## config.mk

```make
export PLATFORM = sky130hd
export DESIGN_NAME = port_alt_function_override
export DESIGN_NICKNAME = d
export VERILOG_FILES = /design/src/pinmux_pkg.sv /design/src/port_alt_function_override.sv
export VERILOG_INCLUDE_DIRS = /design/src
export SDC_FILE = /design/constraint.sdc
export NUM_CORES = 1
export LEC_CHECK = 0
export BUFFER_PORTS_ARGS = -buffer_cell sky130_fd_sc_hd__buf_2
export CORE_MARGIN = 3
export CORE_UTILIZATION = 45
export DETAILED_ROUTE_END_ITERATION = 16
export PLACE_DENSITY_LB_ADDON = 0.1
export SLEW_MARGIN = 25
export SYNTH_ARGS = -nofsm -noshare
export SYNTH_HDL_FRONTEND = slang
export SYNTH_SLANG_ARGS = --single-unit
```

## constraint.sdc

```tcl
create_clock -name clk_i -period 2.5 [get_ports clk_i]
set_input_delay 0.5 -clock clk_i [delete_from_list [all_inputs] [get_ports clk_i]]
set_output_delay 0.5 -clock clk_i [all_outputs]
set_load 0.01 [all_outputs]
```

## src/port_alt_function_override_regs.svh

```systemverilog
/*
 * register offsets, field positions and reset values of the pin override block
 * assumes a 32-bit classic wishbone slave with word-aligned byte addresses
 */
`ifndef PORT_ALT_FUNCTION_OVERRIDE_REGS_SVH
`define PORT_ALT_FUNCTION_OVERRIDE_REGS_SVH

`define PAFO_ADR_W        6
`define PAFO_OFS_PORTE    6'h00
`define PAFO_OFS_DIRE     6'h04
`define PAFO_OFS_PINE     6'h08
`define PAFO_OFS_PORTF    6'h0C
`define PAFO_OFS_DIRF     6'h10
`define PAFO_OFS_PINF     6'h14
`define PAFO_OFS_PORTG    6'h18
`define PAFO_OFS_DIRG     6'h1C
`define PAFO_OFS_PING     6'h20
`define PAFO_OFS_CTRL     6'h24
`define PAFO_CTRL_PU_OFF_BIT 0
`define PAFO_RST_PORT     8'h00
`define PAFO_RST_DIR      8'h00
`define PAFO_RST_CTRL     1'h0

`endif

```

## src/pinmux_pkg.sv

```systemverilog
/*
 * types shared by the pin override block
 * assumes eight pins per port
 */
package pinmux_pkg;

   // one override set, one bit per pin
   typedef struct packed {
      logic [7:0] pullup_ovr_en;
      logic [7:0] pullup_ovr_val;
      logic [7:0] dir_ovr_en;
      logic [7:0] dir_ovr_val;
      logic [7:0] pinval_ovr_en;
      logic [7:0] pinval_ovr_val;
      logic [7:0] inbuf_ovr_en;
      logic [7:0] inbuf_ovr_val;
   } ovr_t;

   // resolved pad controls of one port
   typedef struct packed {
      logic [7:0] drv;
      logic [7:0] oe;
      logic [7:0] pu;
      logic [7:0] ien;
   } pad_t;

   typedef struct packed {
      logic [7:0] sync1;
      logic [7:0] sync2;
      logic [7:0] pin;
      logic [7:0] port;
      logic [7:0] dir;
      pad_t       pad;
   } port_state_t;

   typedef struct packed {
      port_state_t e;
      port_state_t f;
      port_state_t g;
      logic        pu_off;
      logic        ack;
      logic [31:0] rdat;
   } state_t;

endpackage

```

## src/port_alt_function_override.sv

```systemverilog
/*
 * pin override logic for ports e, f and g: peripherals on one side, pads on the other,
 * port, direction and pin registers behind a classic wishbone slave
 * assumes peripherals run on clk_i; pad inputs are asynchronous; pads resolve oe/pu
 */
// The implementer's own choices: the Wishbone register port and the placing of the registers.
// Function
// - pe5 value follows timer3 compare c when enabled; direction stays software's.
// - pe4 value follows timer3 compare b when enabled; direction stays software's.
// - pe3 value follows timer3 compare a when enabled; pe3 feeds comparator negative.
// - enabled external interrupts force pe7..pe4 input buffers on; pe7 capture, pe6 clock.
// - pe2 sync clock driven out when its output enable is set; direction stays software's when cleared.
// - serial0 receiver forces pe0 to input; received data taken from pin.
// - receiver-forced pe0 pull-up equals port bit and not global pull-up disable.
// - serial0 transmitter forces pe1 output, pull-up off, driving transmit data unless program download is active.
// - pe0 feeds pin change 8; buffer forced on when mask and group enabled.
// - small package program download: pe1 data out, pe0 data in.
// - test port enable forces pf7, pf5, pf4 pull-ups on, even in reset.
// - test port enable takes pf7..pf4 from general io; tdi, tms, tck inputs.
// - tdo on pf6 driven only in instruction or data shift states.
// - test port signals are delivered as two-stage synchronised clk_i levels, taken ahead of the input buffer gate.
// - pf3..pf0 are converter channels with no digital overrides.
// - pe2 feeds comparator positive input, sampled from the pin ahead of the input buffer gate.
// - pg2..pg0 external memory strobes; pg5 timer0 compare b; pg4, pg3 oscillator.
`timescale 1ns/1ps
`include "port_alt_function_override_regs.svh"

module port_alt_function_override
   import pinmux_pkg::*;
#(
   parameter bit SMALL_PKG = 1'h1
) (
   input  wire logic        clk_i,
   input  wire logic        rst_i,
   input  wire logic        wb_cyc_i,
   input  wire logic        wb_stb_i,
   input  wire logic        wb_we_i,
   input  wire logic [31:0] wb_adr_i,
   input  wire logic [3:0]  wb_sel_i,
   input  wire logic [31:0] wb_dat_i,
   output logic      [31:0] wb_dat_o,
   output logic             wb_ack_o,
   input  wire logic        tmr3_cmp_a_en_i,
   input  wire logic        tmr3_cmp_a_out_i,
   input  wire logic        tmr3_cmp_b_en_i,
   input  wire logic        tmr3_cmp_b_out_i,
   input  wire logic        tmr3_cmp_c_en_i,
   input  wire logic        tmr3_cmp_c_out_i,
   input  wire logic [3:0]  ext_irq_en_i,
   input  wire logic        serial0_sync_clock_oe_i,
   input  wire logic        serial0_sync_clock_i,
   input  wire logic        serial0_tx_enable_i,
   input  wire logic        serial0_tx_pin_i,
   input  wire logic        serial0_rx_enable_i,
   input  wire logic        pin_change_src8_mask_i,
   input  wire logic        pin_change_group1_en_i,
   input  wire logic        prog_mode_i,
   input  wire logic        prog_data_out_i,
   input  wire logic        test_port_enable_i,
   input  wire logic        tap_shift_instr_state_i,
   input  wire logic        tap_shift_data_state_i,
   input  wire logic        tap_data_out_i,
   input  wire logic        tmr0_cmp_b_en_i,
   input  wire logic        tmr0_cmp_b_out_i,
   input  wire logic        ext_mem_en_i,
   input  wire logic        ext_mem_ale_i,
   input  wire logic        ext_mem_rd_i,
   input  wire logic        ext_mem_wr_i,
   input  wire logic        tmr2_async_i,
   input  wire logic        tmr2_ext_clk_i,
   input  wire logic [7:0]  pe_pin_i,
   input  wire logic [7:0]  pf_pin_i,
   input  wire logic [7:0]  pg_pin_i,
   output pad_t             pe_pad_o,
   output pad_t             pf_pad_o,
   output pad_t             pg_pad_o,
   output logic [3:0]       ext_irq_o,
   output logic             tmr3_capture_in_o,
   output logic             tmr3_ext_clock_in_o,
   output logic             serial0_sync_clock_in_o,
   output logic             serial0_rx_pin_o,
   output logic             pin_change_src8_o,
   output logic             prog_data_in_o,
   output logic             tap_tdi_o,
   output logic             tap_tms_o,
   output logic             tap_tck_o,
   output logic             cmp_neg_in_o,
   output logic             cmp_pos_in_o,
   output logic [7:0]       adc_in_o
);

   // ==========================================================
   // override merge
   function automatic pad_t resolve(input ovr_t o, input logic [7:0] port,
                                    input logic [7:0] dir, input logic pu_off);
      pad_t p;
      logic [7:0] d;
      d     = (o.dir_ovr_en & o.dir_ovr_val) | (~o.dir_ovr_en & dir);
      p.oe  = d;
      p.drv = (o.pinval_ovr_en & o.pinval_ovr_val) | (~o.pinval_ovr_en & port);
      p.pu  = (o.pullup_ovr_en & o.pullup_ovr_val)
            | (~o.pullup_ovr_en & port & ~d & {8{~pu_off}});
      p.ien = (o.inbuf_ovr_en & o.inbuf_ovr_val) | ~o.inbuf_ovr_en;
      return p;
   endfunction

   function automatic logic [31:0] wmerge(input logic [7:0] old, input logic we);
      return {24'h000000, we ? wb_dat_i[7:0] : old};
   endfunction

   state_t st_r;
   state_t st_nxt;
   ovr_t   ovr_e;
   ovr_t   ovr_f;
   ovr_t   ovr_g;
   logic   prog_act;
   logic   tap_shift;
   logic   req;
   logic   wr;

   // ==========================================================
   // port e overrides
   always_comb begin
      prog_act = SMALL_PKG & prog_mode_i;
      ovr_e = '0;
      ovr_e.pinval_ovr_en[5]  = tmr3_cmp_c_en_i;
      ovr_e.pinval_ovr_val[5] = tmr3_cmp_c_out_i;
      ovr_e.pinval_ovr_en[4]  = tmr3_cmp_b_en_i;
      ovr_e.pinval_ovr_val[4] = tmr3_cmp_b_out_i;
      ovr_e.pinval_ovr_en[3]  = tmr3_cmp_a_en_i;
      ovr_e.pinval_ovr_val[3] = tmr3_cmp_a_out_i;
      ovr_e.inbuf_ovr_en[7:4] = ext_irq_en_i;
      ovr_e.inbuf_ovr_val[7:4] = 4'hF;
      ovr_e.dir_ovr_en[2]     = serial0_sync_clock_oe_i;
      ovr_e.dir_ovr_val[2]    = 1'h1;
      ovr_e.pinval_ovr_en[2]  = serial0_sync_clock_oe_i;
      ovr_e.pinval_ovr_val[2] = serial0_sync_clock_i;
      ovr_e.pullup_ovr_en[1]  = serial0_tx_enable_i | prog_act;
      ovr_e.dir_ovr_en[1]     = serial0_tx_enable_i | prog_act;
      ovr_e.dir_ovr_val[1]    = 1'h1;
      ovr_e.pinval_ovr_en[1]  = serial0_tx_enable_i | prog_act;
      ovr_e.pinval_ovr_val[1] = prog_act ? prog_data_out_i : serial0_tx_pin_i;
      ovr_e.pullup_ovr_en[0]  = serial0_rx_enable_i;
      ovr_e.pullup_ovr_val[0] = st_r.e.port[0] & ~st_r.pu_off;
      ovr_e.dir_ovr_en[0]     = serial0_rx_enable_i | prog_act;
      ovr_e.inbuf_ovr_en[0]   = pin_change_src8_mask_i & pin_change_group1_en_i;
      ovr_e.inbuf_ovr_val[0]  = 1'h1;
   end

   // ==========================================================
   // port f and g overrides
   always_comb begin
      tap_shift = tap_shift_instr_state_i | tap_shift_data_state_i;
      ovr_f = '0;
      ovr_f.pullup_ovr_en[7:4]  = {4{test_port_enable_i}};
      ovr_f.pullup_ovr_val[7:4] = 4'hB;
      ovr_f.dir_ovr_en[7:4]     = {4{test_port_enable_i}};
      ovr_f.dir_ovr_val[6]      = tap_shift;
      ovr_f.pinval_ovr_en[6]    = test_port_enable_i;
      ovr_f.pinval_ovr_val[6]   = tap_data_out_i;
      ovr_f.inbuf_ovr_en[7:4]   = {4{test_port_enable_i}};
      ovr_g = '0;
      ovr_g.pinval_ovr_en[5]    = tmr0_cmp_b_en_i;
      ovr_g.pinval_ovr_val[5]   = tmr0_cmp_b_out_i;
      ovr_g.pullup_ovr_en[4]    = tmr2_async_i;
      ovr_g.dir_ovr_en[4]       = tmr2_async_i;
      ovr_g.inbuf_ovr_en[4]     = tmr2_async_i;
      ovr_g.inbuf_ovr_val[4]    = tmr2_ext_clk_i;
      ovr_g.pullup_ovr_en[3]    = tmr2_async_i & tmr2_ext_clk_i;
      ovr_g.dir_ovr_en[3]       = tmr2_async_i & tmr2_ext_clk_i;
      ovr_g.inbuf_ovr_en[3]     = tmr2_async_i & tmr2_ext_clk_i;
      ovr_g.pullup_ovr_en[2:0]  = {3{ext_mem_en_i}};
      ovr_g.dir_ovr_en[2:0]     = {3{ext_mem_en_i}};
      ovr_g.dir_ovr_val[2:0]    = 3'h7;
      ovr_g.pinval_ovr_en[2:0]  = {3{ext_mem_en_i}};
      ovr_g.pinval_ovr_val[2:0] = {ext_mem_ale_i, ext_mem_rd_i, ext_mem_wr_i};
   end

   // ==========================================================
   // next state: sync, pads, wishbone
   always_comb begin
      req = wb_cyc_i & wb_stb_i & ~st_r.ack;
      wr  = req & wb_we_i & wb_sel_i[0];
      st_nxt = st_r;
      st_nxt.e.sync1 = pe_pin_i;
      st_nxt.f.sync1 = pf_pin_i;
      st_nxt.g.sync1 = pg_pin_i;
      st_nxt.e.sync2 = st_r.e.sync1;
      st_nxt.f.sync2 = st_r.f.sync1;
      st_nxt.g.sync2 = st_r.g.sync1;
      st_nxt.e.pad = resolve(ovr_e, st_r.e.port, st_r.e.dir, st_r.pu_off);
      st_nxt.f.pad = resolve(ovr_f, st_r.f.port, st_r.f.dir, st_r.pu_off);
      st_nxt.g.pad = resolve(ovr_g, st_r.g.port, st_r.g.dir, st_r.pu_off);
      st_nxt.e.pin = st_r.e.sync2 & st_nxt.e.pad.ien;
      st_nxt.f.pin = st_r.f.sync2 & st_nxt.f.pad.ien;
      st_nxt.g.pin = st_r.g.sync2 & st_nxt.g.pad.ien;
      st_nxt.ack  = req;
      st_nxt.rdat = 32'h00000000;
      if (req) begin
         case (wb_adr_i[`PAFO_ADR_W-1:0])
            `PAFO_OFS_PORTE: st_nxt.rdat = wmerge(st_r.e.port, wr);
            `PAFO_OFS_DIRE:  st_nxt.rdat = wmerge(st_r.e.dir, wr);
            `PAFO_OFS_PINE:  st_nxt.rdat = {24'h000000, st_r.e.pin};
            `PAFO_OFS_PORTF: st_nxt.rdat = wmerge(st_r.f.port, wr);
            `PAFO_OFS_DIRF:  st_nxt.rdat = wmerge(st_r.f.dir, wr);
            `PAFO_OFS_PINF:  st_nxt.rdat = {24'h000000, st_r.f.pin};
            `PAFO_OFS_PORTG: st_nxt.rdat = wmerge(st_r.g.port, wr);
            `PAFO_OFS_DIRG:  st_nxt.rdat = wmerge(st_r.g.dir, wr);
            `PAFO_OFS_PING:  st_nxt.rdat = {24'h000000, st_r.g.pin};
            `PAFO_OFS_CTRL:  st_nxt.rdat = {31'h00000000,
                                            wr ? wb_dat_i[`PAFO_CTRL_PU_OFF_BIT] : st_r.pu_off};
            default:         st_nxt.rdat = 32'h00000000;
         endcase
         if (wr) begin
            case (wb_adr_i[`PAFO_ADR_W-1:0])
               `PAFO_OFS_PORTE: st_nxt.e.port = wb_dat_i[7:0];
               `PAFO_OFS_DIRE:  st_nxt.e.dir  = wb_dat_i[7:0];
               `PAFO_OFS_PORTF: st_nxt.f.port = wb_dat_i[7:0];
               `PAFO_OFS_DIRF:  st_nxt.f.dir  = wb_dat_i[7:0];
               `PAFO_OFS_PORTG: st_nxt.g.port = wb_dat_i[7:0];
               `PAFO_OFS_DIRG:  st_nxt.g.dir  = wb_dat_i[7:0];
               `PAFO_OFS_CTRL:  st_nxt.pu_off = wb_dat_i[`PAFO_CTRL_PU_OFF_BIT];
               default:         st_nxt.pu_off = st_r.pu_off;
            endcase
         end
      end
      if (rst_i) begin
         st_nxt = '0;
         st_nxt.e.port = `PAFO_RST_PORT;
         st_nxt.e.dir  = `PAFO_RST_DIR;
         st_nxt.pu_off = `PAFO_RST_CTRL;
         // test pins keep their pull-ups through reset
         st_nxt.f.pad.pu = {test_port_enable_i, 1'h0, {2{test_port_enable_i}}, 4'h0};
      end
   end

   always_ff @(posedge clk_i) begin
      st_r <= st_nxt;
   end

   // ==========================================================
   // outputs
   assign wb_dat_o                = st_r.rdat;
   assign wb_ack_o                = st_r.ack;
   assign pe_pad_o                = st_r.e.pad;
   assign pf_pad_o                = st_r.f.pad;
   assign pg_pad_o                = st_r.g.pad;
   assign ext_irq_o               = st_r.e.pin[7:4];
   assign tmr3_capture_in_o       = st_r.e.pin[7];
   assign tmr3_ext_clock_in_o     = st_r.e.pin[6];
   assign serial0_sync_clock_in_o = st_r.e.pin[2];
   assign serial0_rx_pin_o        = st_r.e.pin[0];
   assign pin_change_src8_o       = st_r.e.pin[0];
   assign prog_data_in_o          = st_r.e.pin[0];
   assign tap_tdi_o               = st_r.f.sync2[7];
   assign tap_tms_o               = st_r.f.sync2[5];
   assign tap_tck_o               = st_r.f.sync2[4];
   assign cmp_neg_in_o            = st_r.e.sync2[3];
   assign cmp_pos_in_o            = st_r.e.sync2[2];
   assign adc_in_o                = st_r.f.sync2;
endmodule

```

Word-level counts from Yosys, hierarchy flattened
Index checks and enable logic that the tools add are counted.

Equal/unequal tests: 9. Muxes and demuxes: 18. Bitwise logic cells: 59. Reductions and logical operators: 9.

Operator list (number): bitwise AND 8 bit (18); two-way mux 122 bit (1); one-hot mux 8 bit (10 select lines) (1); two-way mux 8 bit (8); NOT 8 bit (5); two-way mux 16 bit (2); two-way mux 32 bit (1); equality test 6 x 5 -> 1 bit, second input constant (4); bitwise OR 8 bit (3); AND reduction 3 bit (7); NOT 5 -> 8 bit (2); NOT 6 -> 8 bit (2); bitwise OR 3 x 8 -> 8 bit (2); bitwise OR 6 x 8 -> 8 bit (2); bitwise AND 6 bit (2); equality test 6 x 4 -> 1 bit, second input constant (2); equality test 6 bit, second input constant (2); bitwise AND 8 x 7 -> 8 bit (1); NOT 2 -> 8 bit (1); NOT 3 -> 8 bit (1); NOT 7 -> 8 bit (1); bitwise OR 2 x 8 -> 8 bit (1); bitwise OR 5 x 8 -> 8 bit (1); bitwise OR 7 x 8 -> 8 bit (1); other kinds (10) (24).

Flip-flop bits (word level): 250. Input bits: 128. Output and inout port bits: 152. Logic and storage cells: 126.

Depth between registers and ports, before layout
Gate-level depths: netlist of run 1.

Word-level depth: 8. Mapped depth: 7. Gate-level depth less buffers: 5.

Worst setup path before layout of run 1
No wires, ideal clock.

Kind: in2reg. From: input port wb_adr_i[1]. To: register st_r[153] (netlist bit). Setup time: 129 ps. Data arrival time: 1761 ps. Data required time: 2371 ps. Path slack: 610 ps. Cell stages on the path: 6. Buffers on the path: 1. Cells stage by stage: or4_4 > nor2b_4 > and2_4 > buf_12 > mux2i_1 > nor2_1.

Word-level cells in the longest chain between the ends: 2.

RTL lines: start, declared (RTL line port_alt_function_override.sv:38) `input wire logic [31:0] wb_adr_i,`; equality test 6 x 4 -> 1 bit (RTL line port_alt_function_override.sv:215) `` case (wb_adr_i[`PAFO_ADR_W-1:0]) ``; AND reduction 3 bit (no line); end signal, assigned (RTL line port_alt_function_override.sv:238) `st_r <= st_nxt;`; end, declared (RTL line port_alt_function_override.sv:111) `state_t st_r;`.

No other way between the ends. A chain may end at the register's enable or synchronous reset.

Final worst setup path of run 1
From: register st_r (netlist bit wb_ack_o). To: register st_r[215] (netlist bit).

Word-level cells in the longest chain between the ends: 5.

RTL lines: NOT 1 bit (*) (RTL line port_alt_function_override.sv:182) `req = wb_cyc_i & wb_stb_i & ~st_r.ack;`; bitwise AND 1 bit (*) (RTL line port_alt_function_override.sv:182); bitwise AND 1 bit (2 in series) (RTL line port_alt_function_override.sv:183) `wr = req & wb_we_i & wb_sel_i[0];`; AND reduction 3 bit (no line) (*).

Every way passes the cells marked *; elsewhere a longest branch is shown, timed or not.

==> results.yml, run 1 <==
sta:
  finalHoldViolCount: 0
  drv_slew: 0
  rsz0062_at_grt: "no"
  setup_viol: 0
  clock_skew_ns: 0.0144
  period_needed_ns: 1.89
  finalCritPeriodShare: 0.756
  tightestPinTransition_ns: 0.665
  fmax_ghz: 0.529
  max_slew_margin: 0.556
  fin_setup_tns_ns: 0
detailed_routing:
  wirelength_mm: 18.9
  drc: 0
  first_iter_violations: 315
  via_count: 5283
  dr.pass1.iters: 5
  antenna_left: 0
  routedWlPerCell_um: 16.9
  viasPerCell: 4.73
placement:
  place_congestion: 0.850
  hpwl_mm: 13.7
  portBuffers: 196
yosys:
  synthArstFlopShare: 0
  seq_area_frac_synth: 0.515
  synthCells: 795
  yosys_warnings: 0
  syn-cell-area_um2: 8010
  synth-edff-count: 0
  synth.avg_cell_area_um2: 10.1
  ys_seq_elements: 206
  yosysTopAreaCell: "dfxtp_1"
  synth_ff_type: "dfxtp_1"
  synth_top_area_frac: 0.515
  synth.area.top_cells: "dfxtp_1 51%, buf_4 13%, nor2b_1 7.3%"
  synth_cell_types: 56
clock_tree:
  cts_buffers: 21
  root_buffer: "clkbuf_16"
  cts_post_setup_buffers_inserted: 0
  cts_resized: 0
  cts_tree: "done"
  clkTransAtPathRegs_ns: 0.06
  worstSkewPairLatency_ns: 0.50
  postCtsHoldBufs: 0
  cts.sinks: 206
  cts_max_level: 1
  cts_max_path_buffers: 3
min_path:
  hp-class: "in2reg"
  hold_depth: 2
  hold_end: "st_r[174]"
  hold_start: "pf_pin_i[4]"
worst_setup_path:
  critical_path.cell_chain: "nand3b_1, or2_1, nor3_4, buf_4, mux2i_1, nor2_1"
  required_ns: 2.87
  arrival_ns: 2.26
  r2r_cells: 6
  crit_buf_inv: 1
  path_class: "reg2reg"
  cpPeakStageDelay_ns: 0.47
  reg2reg_slack_ns: 0.61
  r2r_end: "st_r[215]"
  critical_path.max_fanout: 11
  critPathLaunchType: "flop"
  crit_family: "simple AND/OR/NAND/NOR gates"
  end_kind: "flop"
  cpMaxStageDelayCell: "or2_1"
  worstReg2RegStart: "wb_ack_o"
outcome:
  status: "finished, final reports clean"
grt:
  grt_max_degree: 100
  grt-ovfl-total: 0
  grt.total_usage: 0.188
  antenna_found_initial: 2
  grt_pass1_wl_mm: 29.3
  grt_pass1_vias: 5266
final_layout:
  multi_input_area_um2: 2700
  layout.nets: 1006
  nFillCells: 1634
  areaGrowthSynthToFinish_pct: 13.0
  regArea_um2: 4120
  drive_above_1_share: 0.302
die:
  die_y_um: 139
  ios: 280
  die_w_um: 139
  dieArea_um2: 19400
  core-area_um2: 17400
  initial_core_util: 0.461
  rows: 48
power_and_ir_drop:
  leakagePower_nw: 3.94
  max-vdd-ir-drop_mv: 0.477
  p_total_w: 0.00701
  p_per_area_nw_per_um2: 775
flow_run:
  max_cap_violations: 0
worst register-to-register path, delay by kind of cell (launching register included):
kind	cells	cell delay, ns
multiplexers	1	0.23
buffers and inverters	1	0.24
AND/OR/NAND/NOR	4	1.00
flip-flops	1	0.31
sequential cells by signal, summed over array words and instances (netlist names):
signal	count
cmp_pos_in_o	1
pin_change_src8_o	1
pe_pad_o	25
adc_in_o	8
wb_ack_o	1
wb_dat_o	8
serial0_sync_clock_in_o	1
ext_irq_o	4
pg_pad_o	26
cmp_neg_in_o	1
pf_pad_o	25
st_r	105
cells in the final DEF, fill, tap and decap left out, types with 2 or more instances in the layout:
cell type and instances:
mux2i_1 56, clkbuf_8 3, clkinv_2 4, buf_4 19, nand2b_1 3, nor3_2 2, conb_1 24, a222oi_1 2
nor2_1 77, a31oi_1 7, or2_2 2, nor2b_1 93, dfxtp_1 206, nor3_1 8, buf_12 3, buf_2 195
nor2_2 3, a32o_1 4, a22oi_1 5, o21ai_0 6, o22ai_1 3, a21oi_1 18, a221o_1 3, xor2_1 2
nor4b_1 4, a31o_2 4, and2_1 11, a221oi_1 8, nand3b_1 2, clkbuf_1 4, bufinv_16 4, nand4_1 2
nand3_1 6, nor3b_1 13, and3_1 7, a22o_1 6, inv_1 6, nand2_1 26, clkbuf_16 21
logic make-up after synthesis:
kind of cell / Yosys count / synth area share
buffers and inverters: 187 / 0.159
flip-flops: 206 / 0.515
XOR/XNOR: 2 / 0.00219
multiplexers: 57 / 0.0714
AND/OR/NAND/NOR: 270 / 0.187
AO/OA/AOI/OAI: 72 / 0.0647
other: 1 / 0.000468
cell usage after synthesis, types with 3 or more instances:
cell	count
nor2b_1	93
a31oi_1	7
nor2_1	77
a32o_1	4
a22oi_1	5
and2_1	11
dfxtp_1	206
buf_4	144
nand2_1	26
nor4b_1	4
and3_1	7
a22o_1	6
o21ai_0	6
a21oi_1	18
nor2_2	3
nor3b_1	13
a221oi_1	8
nand2b_1	3
a221o_1	3
nand3_1	6
o22ai_1	3
a31o_2	4
mux2i_1	56
inv_1	6
buf_1	4
buf_2	7
nor3_1	8
clkbuf_1	23
power breakdown:
group	switching [W]	internal, W	leakage [nW]
sequential	0.0000214	0.00335	1.68
clock	0.00123	0.00205	0.362
combinational	0.000223	0.000142	1.90
total	0.00148	0.00554	3.94
metal layers:
metal / track usage / up-vias / routed length, um
li1: - / 2635 / -
met1: 0.238 / 2457 / 8090
met2: 0.330 / 162 / 9300
met3: 0.0471 / 25 / 1230
met4: 0.0319 / 4 / 275
met5: 0 / - / 23
layout make-up:
type	instances	share of cell area
repair buffers	218	0.132
flip-flops and latches	206	0.456
inverters	6	0.00249
multi-input cells	425	0.298
clock inverters	9	0.0165
well taps	225	0.0311
clock buffers	28	0.0643
diodes	1	0.000277
per-stage QoR:
| step | hold WS, ns | utilization | worst slack (ns) | cells | cell area [um2] |
|---|---|---|---|---|---|
| 2_1_floorplan | 0.406 | - | 0.610 | 818 | 8100 |
| 3_3_place_gp | 0.417 | 0.479 | 0.236 | 1080 | 8310 |
| 3_5_place_dp | 0.420 | 0.479 | 0.252 | 1080 | 8310 |
| 4_1_cts | 0.190 | 0.521 | 0.585 | 1117 | 9040 |
| 5_1_grt | 0.209 | 0.521 | 0.473 | 1117 | 9040 |
| 6_report | 0.207 | 0.521 | 0.610 | 1118 | 9050 |
how the worst max path moves through the flow:
stage                      startpoint     endpoint  slack (ns)  cells past startpoint
after floorplan           wb_adr_i[1]    st_r[153]        0.61                      6
after global placement    wb_adr_i[1]  wb_dat_o[4]        0.24                      7
after detailed placement  wb_adr_i[1]  wb_dat_o[4]        0.25                      7
after CTS                    wb_ack_o  wb_dat_o[4]        0.59                      5
after global routing         wb_ack_o  wb_dat_o[4]        0.47                      5
final                        wb_ack_o    st_r[215]        0.61                      6
Note: power is estimated with default switching activity, not from simulation.
==> run 2: changes to the inputs <==
==> constraint.sdc (replaced) <==
create_clock -name clk_i -period 1.8 [get_ports clk_i]
set_input_delay 0.36 -clock clk_i [delete_from_list [all_inputs] [get_ports clk_i]]
set_output_delay 0.36 -clock clk_i [all_outputs]
set_load 0.01 [all_outputs]
==> run 2 against run 1 <==
Largest cell class unchanged. Via count is 4.6% higher. Hold slack got worse by 0.13 ns. First-iteration DRC count fell by 17%. Count of clock-buffer cells in the layout is the same.
==> results.yml, run 2 (synthesis results as in run 1) <==
worst_setup_path:
  arrival_ns: 2.08
  critical_path.max_fanout: 4
  critPathLaunchType: "flop"
  required_ns: 2.13
  path_class: "reg2reg"
  end_kind: "flop"
die:
  ios: 280
  core-area_um2: 17400
  initial_core_util: 0.461
  dieArea_um2: 19400
  die_y_um: 139
  rows: 48
  die_w_um: 139
min_path:
  hp-class: "in2reg"
final_layout:
  drive_above_1_share: 0.341
  nFillCells: 1584
  regArea_um2: 4120
  final_common_cell: "dfxtp_1"
  areaGrowthSynthToFinish_pct: 17.9
  multi_input_area_um2: 2700
  mostFrequentLayoutCells: "206 x dfxtp_1, 195 x buf_2, 93 x nor2b_1"
  layout.nets: 1055
  largest-register: "st_r"
  largest_reg_flops: 105
clock_tree:
  cts.sinks: 206
  cts_buffers: 20
  root_buffer: "clkbuf_16"
  worstSkewPairLatency_ns: 0.49
  cts_tree: "done"
  clkTransAtPathRegs_ns: 0.06
  cts_post_setup_buffers_inserted: 0
  cts_max_level: 1
  cts_max_path_buffers: 3
  postCtsHoldBufs: 0
sta:
  setup_viol: 0
  finalCritPeriodShare: 0.972
  period_needed_ns: 1.75
  finalHoldViolCount: 0
  drv_slew: 0
  clock_skew_ns: 0.0101
  fmax_ghz: 0.571
  rsz0062_at_grt: "no"
  fin_setup_tns_ns: 0
detailed_routing:
  via_count: 5525
  dr_wl_met2_mm: 9.54
  routedWlPerCell_um: 16.7
  antenna_left: 0
  viasPerCell: 4.74
  drc: 0
  met3_length_mm: 1.31
  dr.pass1.iters: 5
  first_iter_violations: 260
  wl_met1_mm: 8.35
  routed.top_layer: "met5"
  wirelength_mm: 19.5
power_and_ir_drop:
  p_total_w: 0.00964
  max-vdd-ir-drop_mv: 0.694
  p_per_area_nw_per_um2: 1020
  leakagePower_nw: 4.18
grt:
  grt.total_usage: 0.193
  antenna_found_initial: 2
  grt_pass1_vias: 5383
  grt-ovfl-total: 0
  grt_max_degree: 58
  grt_pass1_wl_mm: 30.1
outcome:
  status: "finished, final reports clean"
placement:
  portBuffers: 196
  hpwl_mm: 14.8
  place_congestion: 0.888
flow_run:
  max_cap_violations: 0
[run 2: final timing paths]
| path | from | end | slack (ns) | depth (start not counted) |
|---|---|---|---|---|
| max | wb_ack_o | wb_dat_o[5] | 0.05 | 6 |
| min | pg_pin_i[1] | st_r[99] | 0.08 | 2 |
| max reg2reg | wb_ack_o | wb_dat_o[5] | 0.05 | 6 |
| min reg2reg | st_r[100] | st_r[92] | 0.43 | 1 |
[run 2: worst max-delay path: stages, from the launching register on]
cell and delay (ns):
dfxtp_1 0.31, nand3b_1 0.18, or2_4 0.30, buf_4 0.14
a32o_1 0.23, a221oi_1 0.24, a31oi_1 0.19
[run 2: cell type report]
class / count / area share
Clock inverter: 5 / 0.0109
Timing Repair Buffer: 268 / 0.170
Antenna cell: 2 / 0.000530
Clock buffer: 28 / 0.0637
Tap cell: 225 / 0.0298
Multi-Input combinational cell: 425 / 0.286
Inverter: 6 / 0.00239
Sequential cell: 206 / 0.437
[run 2: metrics by stage]
stage / area, um2 / hold WS [ns] / instances / utilization / setup WS [ns]
2_1_floorplan: 8100 / 0.406 / 818 / - / 0.0499
3_3_place_gp: 8730 / 0.416 / 1130 / 0.503 / -0.355
3_5_place_dp: 8730 / 0.423 / 1130 / 0.503 / -0.340
4_1_cts: 9430 / 0.0649 / 1163 / 0.543 / 0.0433
5_1_grt: 9440 / 0.0660 / 1164 / 0.544 / 0.00377
6_report: 9440 / 0.0802 / 1165 / 0.544 / 0.0496
[run 2: power breakdown]
group	leakage, nW	total [W]	switching, W	internal (W)
Sequential	1.68	0.00468	0.0000299	0.00465
Combinational	2.16	0.000561	0.000321	0.000239
Clock	0.344	0.00440	0.00165	0.00275
Total	4.18	0.00964	0.00200	0.00764
[run 2: timing repair]
action | 4_1_cts | 5_1_grt
endpoints found under the setup margin | 4 | 11
gates cloned | 0 | 0
resized for setup | 1 | 2
pin swaps | 0 | 1
[run 2: routing by layer]
layer	GRT usage	vias up
met2	0.341	166
met5	0	-
met4	0.0417	2
li1	-	2730
met3	0.0416	26
met1	0.244	2601
==> run 3: changes to the inputs <==
--- a/config.mk
+++ b/config.mk
@@ -10,7 +10,8 @@
 export CORE_MARGIN = 3
 export CORE_UTILIZATION = 45
 export DETAILED_ROUTE_END_ITERATION = 16
-export PLACE_DENSITY_LB_ADDON = 0.1
+export PLACE_DENSITY = 0.74
+export REMOVE_ABC_BUFFERS = 1
 export SLEW_MARGIN = 25
 export SYNTH_ARGS = -nofsm -noshare
 export SYNTH_HDL_FRONTEND = slang
==> run 3 against run 2 <==
Register-to-register slack gained 0.11 ns. Largest cell class unchanged. Sequential share of layout area grew 0.62 points. Sequential power is essentially flat. Clock skew shrank 0.0016 ns. Critical path type unchanged.
==> results.yml, run 3 (synthesis results as in run 1) <==
outcome:
  status: "finished, final reports clean"
clock_tree:
  postCtsHoldBufs: 0
  cts_resized: 0
  cts_buffers: 22
  cts_max_path_buffers: 3
  cts.sinks: 206
  cts_tree: "done"
  clkTransAtPathRegs_ns: 0.06
  root_buffer: "clkbuf_16"
  cts_max_level: 1
  cts_post_setup_buffers_inserted: 0
  worstSkewPairLatency_ns: 0.49
detailed_routing:
  first_iter_violations: 307
  routedWlPerCell_um: 15.9
  antenna_left: 0
  wirelength_mm: 18.3
  via_count: 5526
  viasPerCell: 4.80
  dr.pass1.iters: 5
  drc: 0
final_layout:
  final_cells: 1151
  layout.nets: 1039
  diodes: 0
  areaGrowthSynthToFinish_pct: 16.2
  drive_above_1_share: 0.328
  largest_reg_flops: 105
  fin_area_um2: 9310
  final_common_cell: "dfxtp_1"
  nFillCells: 1547
  mostFrequentLayoutCells: "206 x dfxtp_1, 195 x buf_2, 93 x nor2b_1"
  largest-register: "st_r"
sta:
  fmax_ghz: 0.608
  period_needed_ns: 1.64
  finalCritPeriodShare: 0.914
  setup_viol: 0
  drv_slew: 0
  clock_skew_ns: 0.00848
  rsz0062_at_grt: "no"
  holdWs_ns: 0.0766
  worst_slack_ns: 0.156
  finalHoldViolCount: 0
worst_setup_path:
  crit_family: "compound AO/OA/AOI/OAI gates"
  crit_buf_inv: 0
  required_ns: 2.16
  end_kind: "flop"
  path_class: "reg2reg"
  reg2reg_slack_ns: 0.16
  critical_path.cell_chain: "nand3b_1, or2_4, a32o_1, a221oi_1, a31oi_1"
  critPathLaunchType: "flop"
  critical_path.max_fanout: 8
  cpPeakStageDelay_ns: 0.35
  r2r_cells: 5
  arrival_ns: 2.00
  cpMaxStageDelayCell: "or2_4"
  r2r_end: "wb_dat_o[5]"
  worstReg2RegStart: "wb_ack_o"
placement:
  dpl-instance-area_um2: 8580
  portBuffers: 196
  place_congestion: 0.910
  place_inst: 1112
  post-place-ws_ns: -0.235
  hpwl_mm: 13.1
grt:
  grt-ovfl-total: 0
  grt.total_usage: 0.181
  grt_pass1_wl_mm: 28.5
  grt_max_degree: 62
  grt_pass1_vias: 5391
  antenna_found_initial: 1
min_path:
  hp-class: "in2reg"
  hold_start: "pf_pin_i[4]"
  hold_end: "st_r[174]"
  hold_depth: 2
die:
  core-area_um2: 17400
  die_w_um: 139
  die_y_um: 139
  ios: 280
  initial_core_util: 0.461
  rows: 48
  dieArea_um2: 19400
power_and_ir_drop:
  p_total_w: 0.00969
  switchingPower_w: 0.00207
  p_seq_frac: 0.483
  swShare: 0.214
  p_comb_frac: 0.055
  pwr-share-clk: 0.462
  p_per_area_nw_per_um2: 1040
  max-vdd-ir-drop_mv: 0.626
  leakagePower_nw: 4.11
  intPower_w: 0.00761
flow_run:
  max_cap_violations: 0
-- run 3: changes by cell type in the layout (fill, tap and decap cells not counted), sizes merged --
cell,previous run,this run
clkinv,1,6
buf,268,250
clkbuf,28,30
bufinv,3,2
diode,2,0
-- run 3: layout make-up --
type                    count  area, um2  share of cell area
multi-input cells         425       2700               0.290
inverters                   6       22.5             0.00242
repair buffers            250       1460               0.156
well taps                 225        282              0.0302
flip-flops and latches    206       4120               0.443
clock buffers              30        632              0.0679
clock inverters             9       97.6              0.0105
-- run 3: power by group through the flow --
stage | combinational [W] | clock (W) | sequential (W)
final | 0.000537 | 0.00447 | 0.00468
after global routing | 0.000585 | 0.00477 | 0.00468
after CTS | 0.000539 | 0.00458 | 0.00468
after detailed placement | 0.000536 | 0 | 0.00478
after global placement | 0.000531 | 0 | 0.00478
after floorplan | 0.000154 | 0 | 0.00481
-- run 3: metal layers --
metal | vias to the layer above | wire [um] | global-route usage
met2 | 245 | 8480 | 0.308
met4 | 2 | 439 | 0.0530
met1 | 2544 | 7690 | 0.227
met3 | 40 | 1660 | 0.0471
li1 | 2695 | - | -
met5 | - | 13 | 0
-- run 3: how the worst max path moves through the flow --
stage               slack, ns  depth (start not counted)     endpoint   startpoint
CTS                      0.04                          5  wb_dat_o[5]     wb_ack_o
detailed placement      -0.23                          6    st_r[150]  wb_adr_i[1]
global placement        -0.20                          6    st_r[151]  wb_adr_i[1]
floorplan                -0.1                          5     st_r[74]  wb_adr_i[1]
finish                   0.16                          5  wb_dat_o[5]     wb_ack_o
global route             0.04                          5  wb_dat_o[5]     wb_ack_o
-- run 3: stage by stage --
step | TNS, ns | util
2_1_floorplan | -0.704 | -
3_3_place_gp | -4.44 | 0.494
3_5_place_dp | -5.14 | 0.494
4_1_cts | 0 | 0.536
5_1_grt | 0 | 0.536
6_report | 0 | 0.536
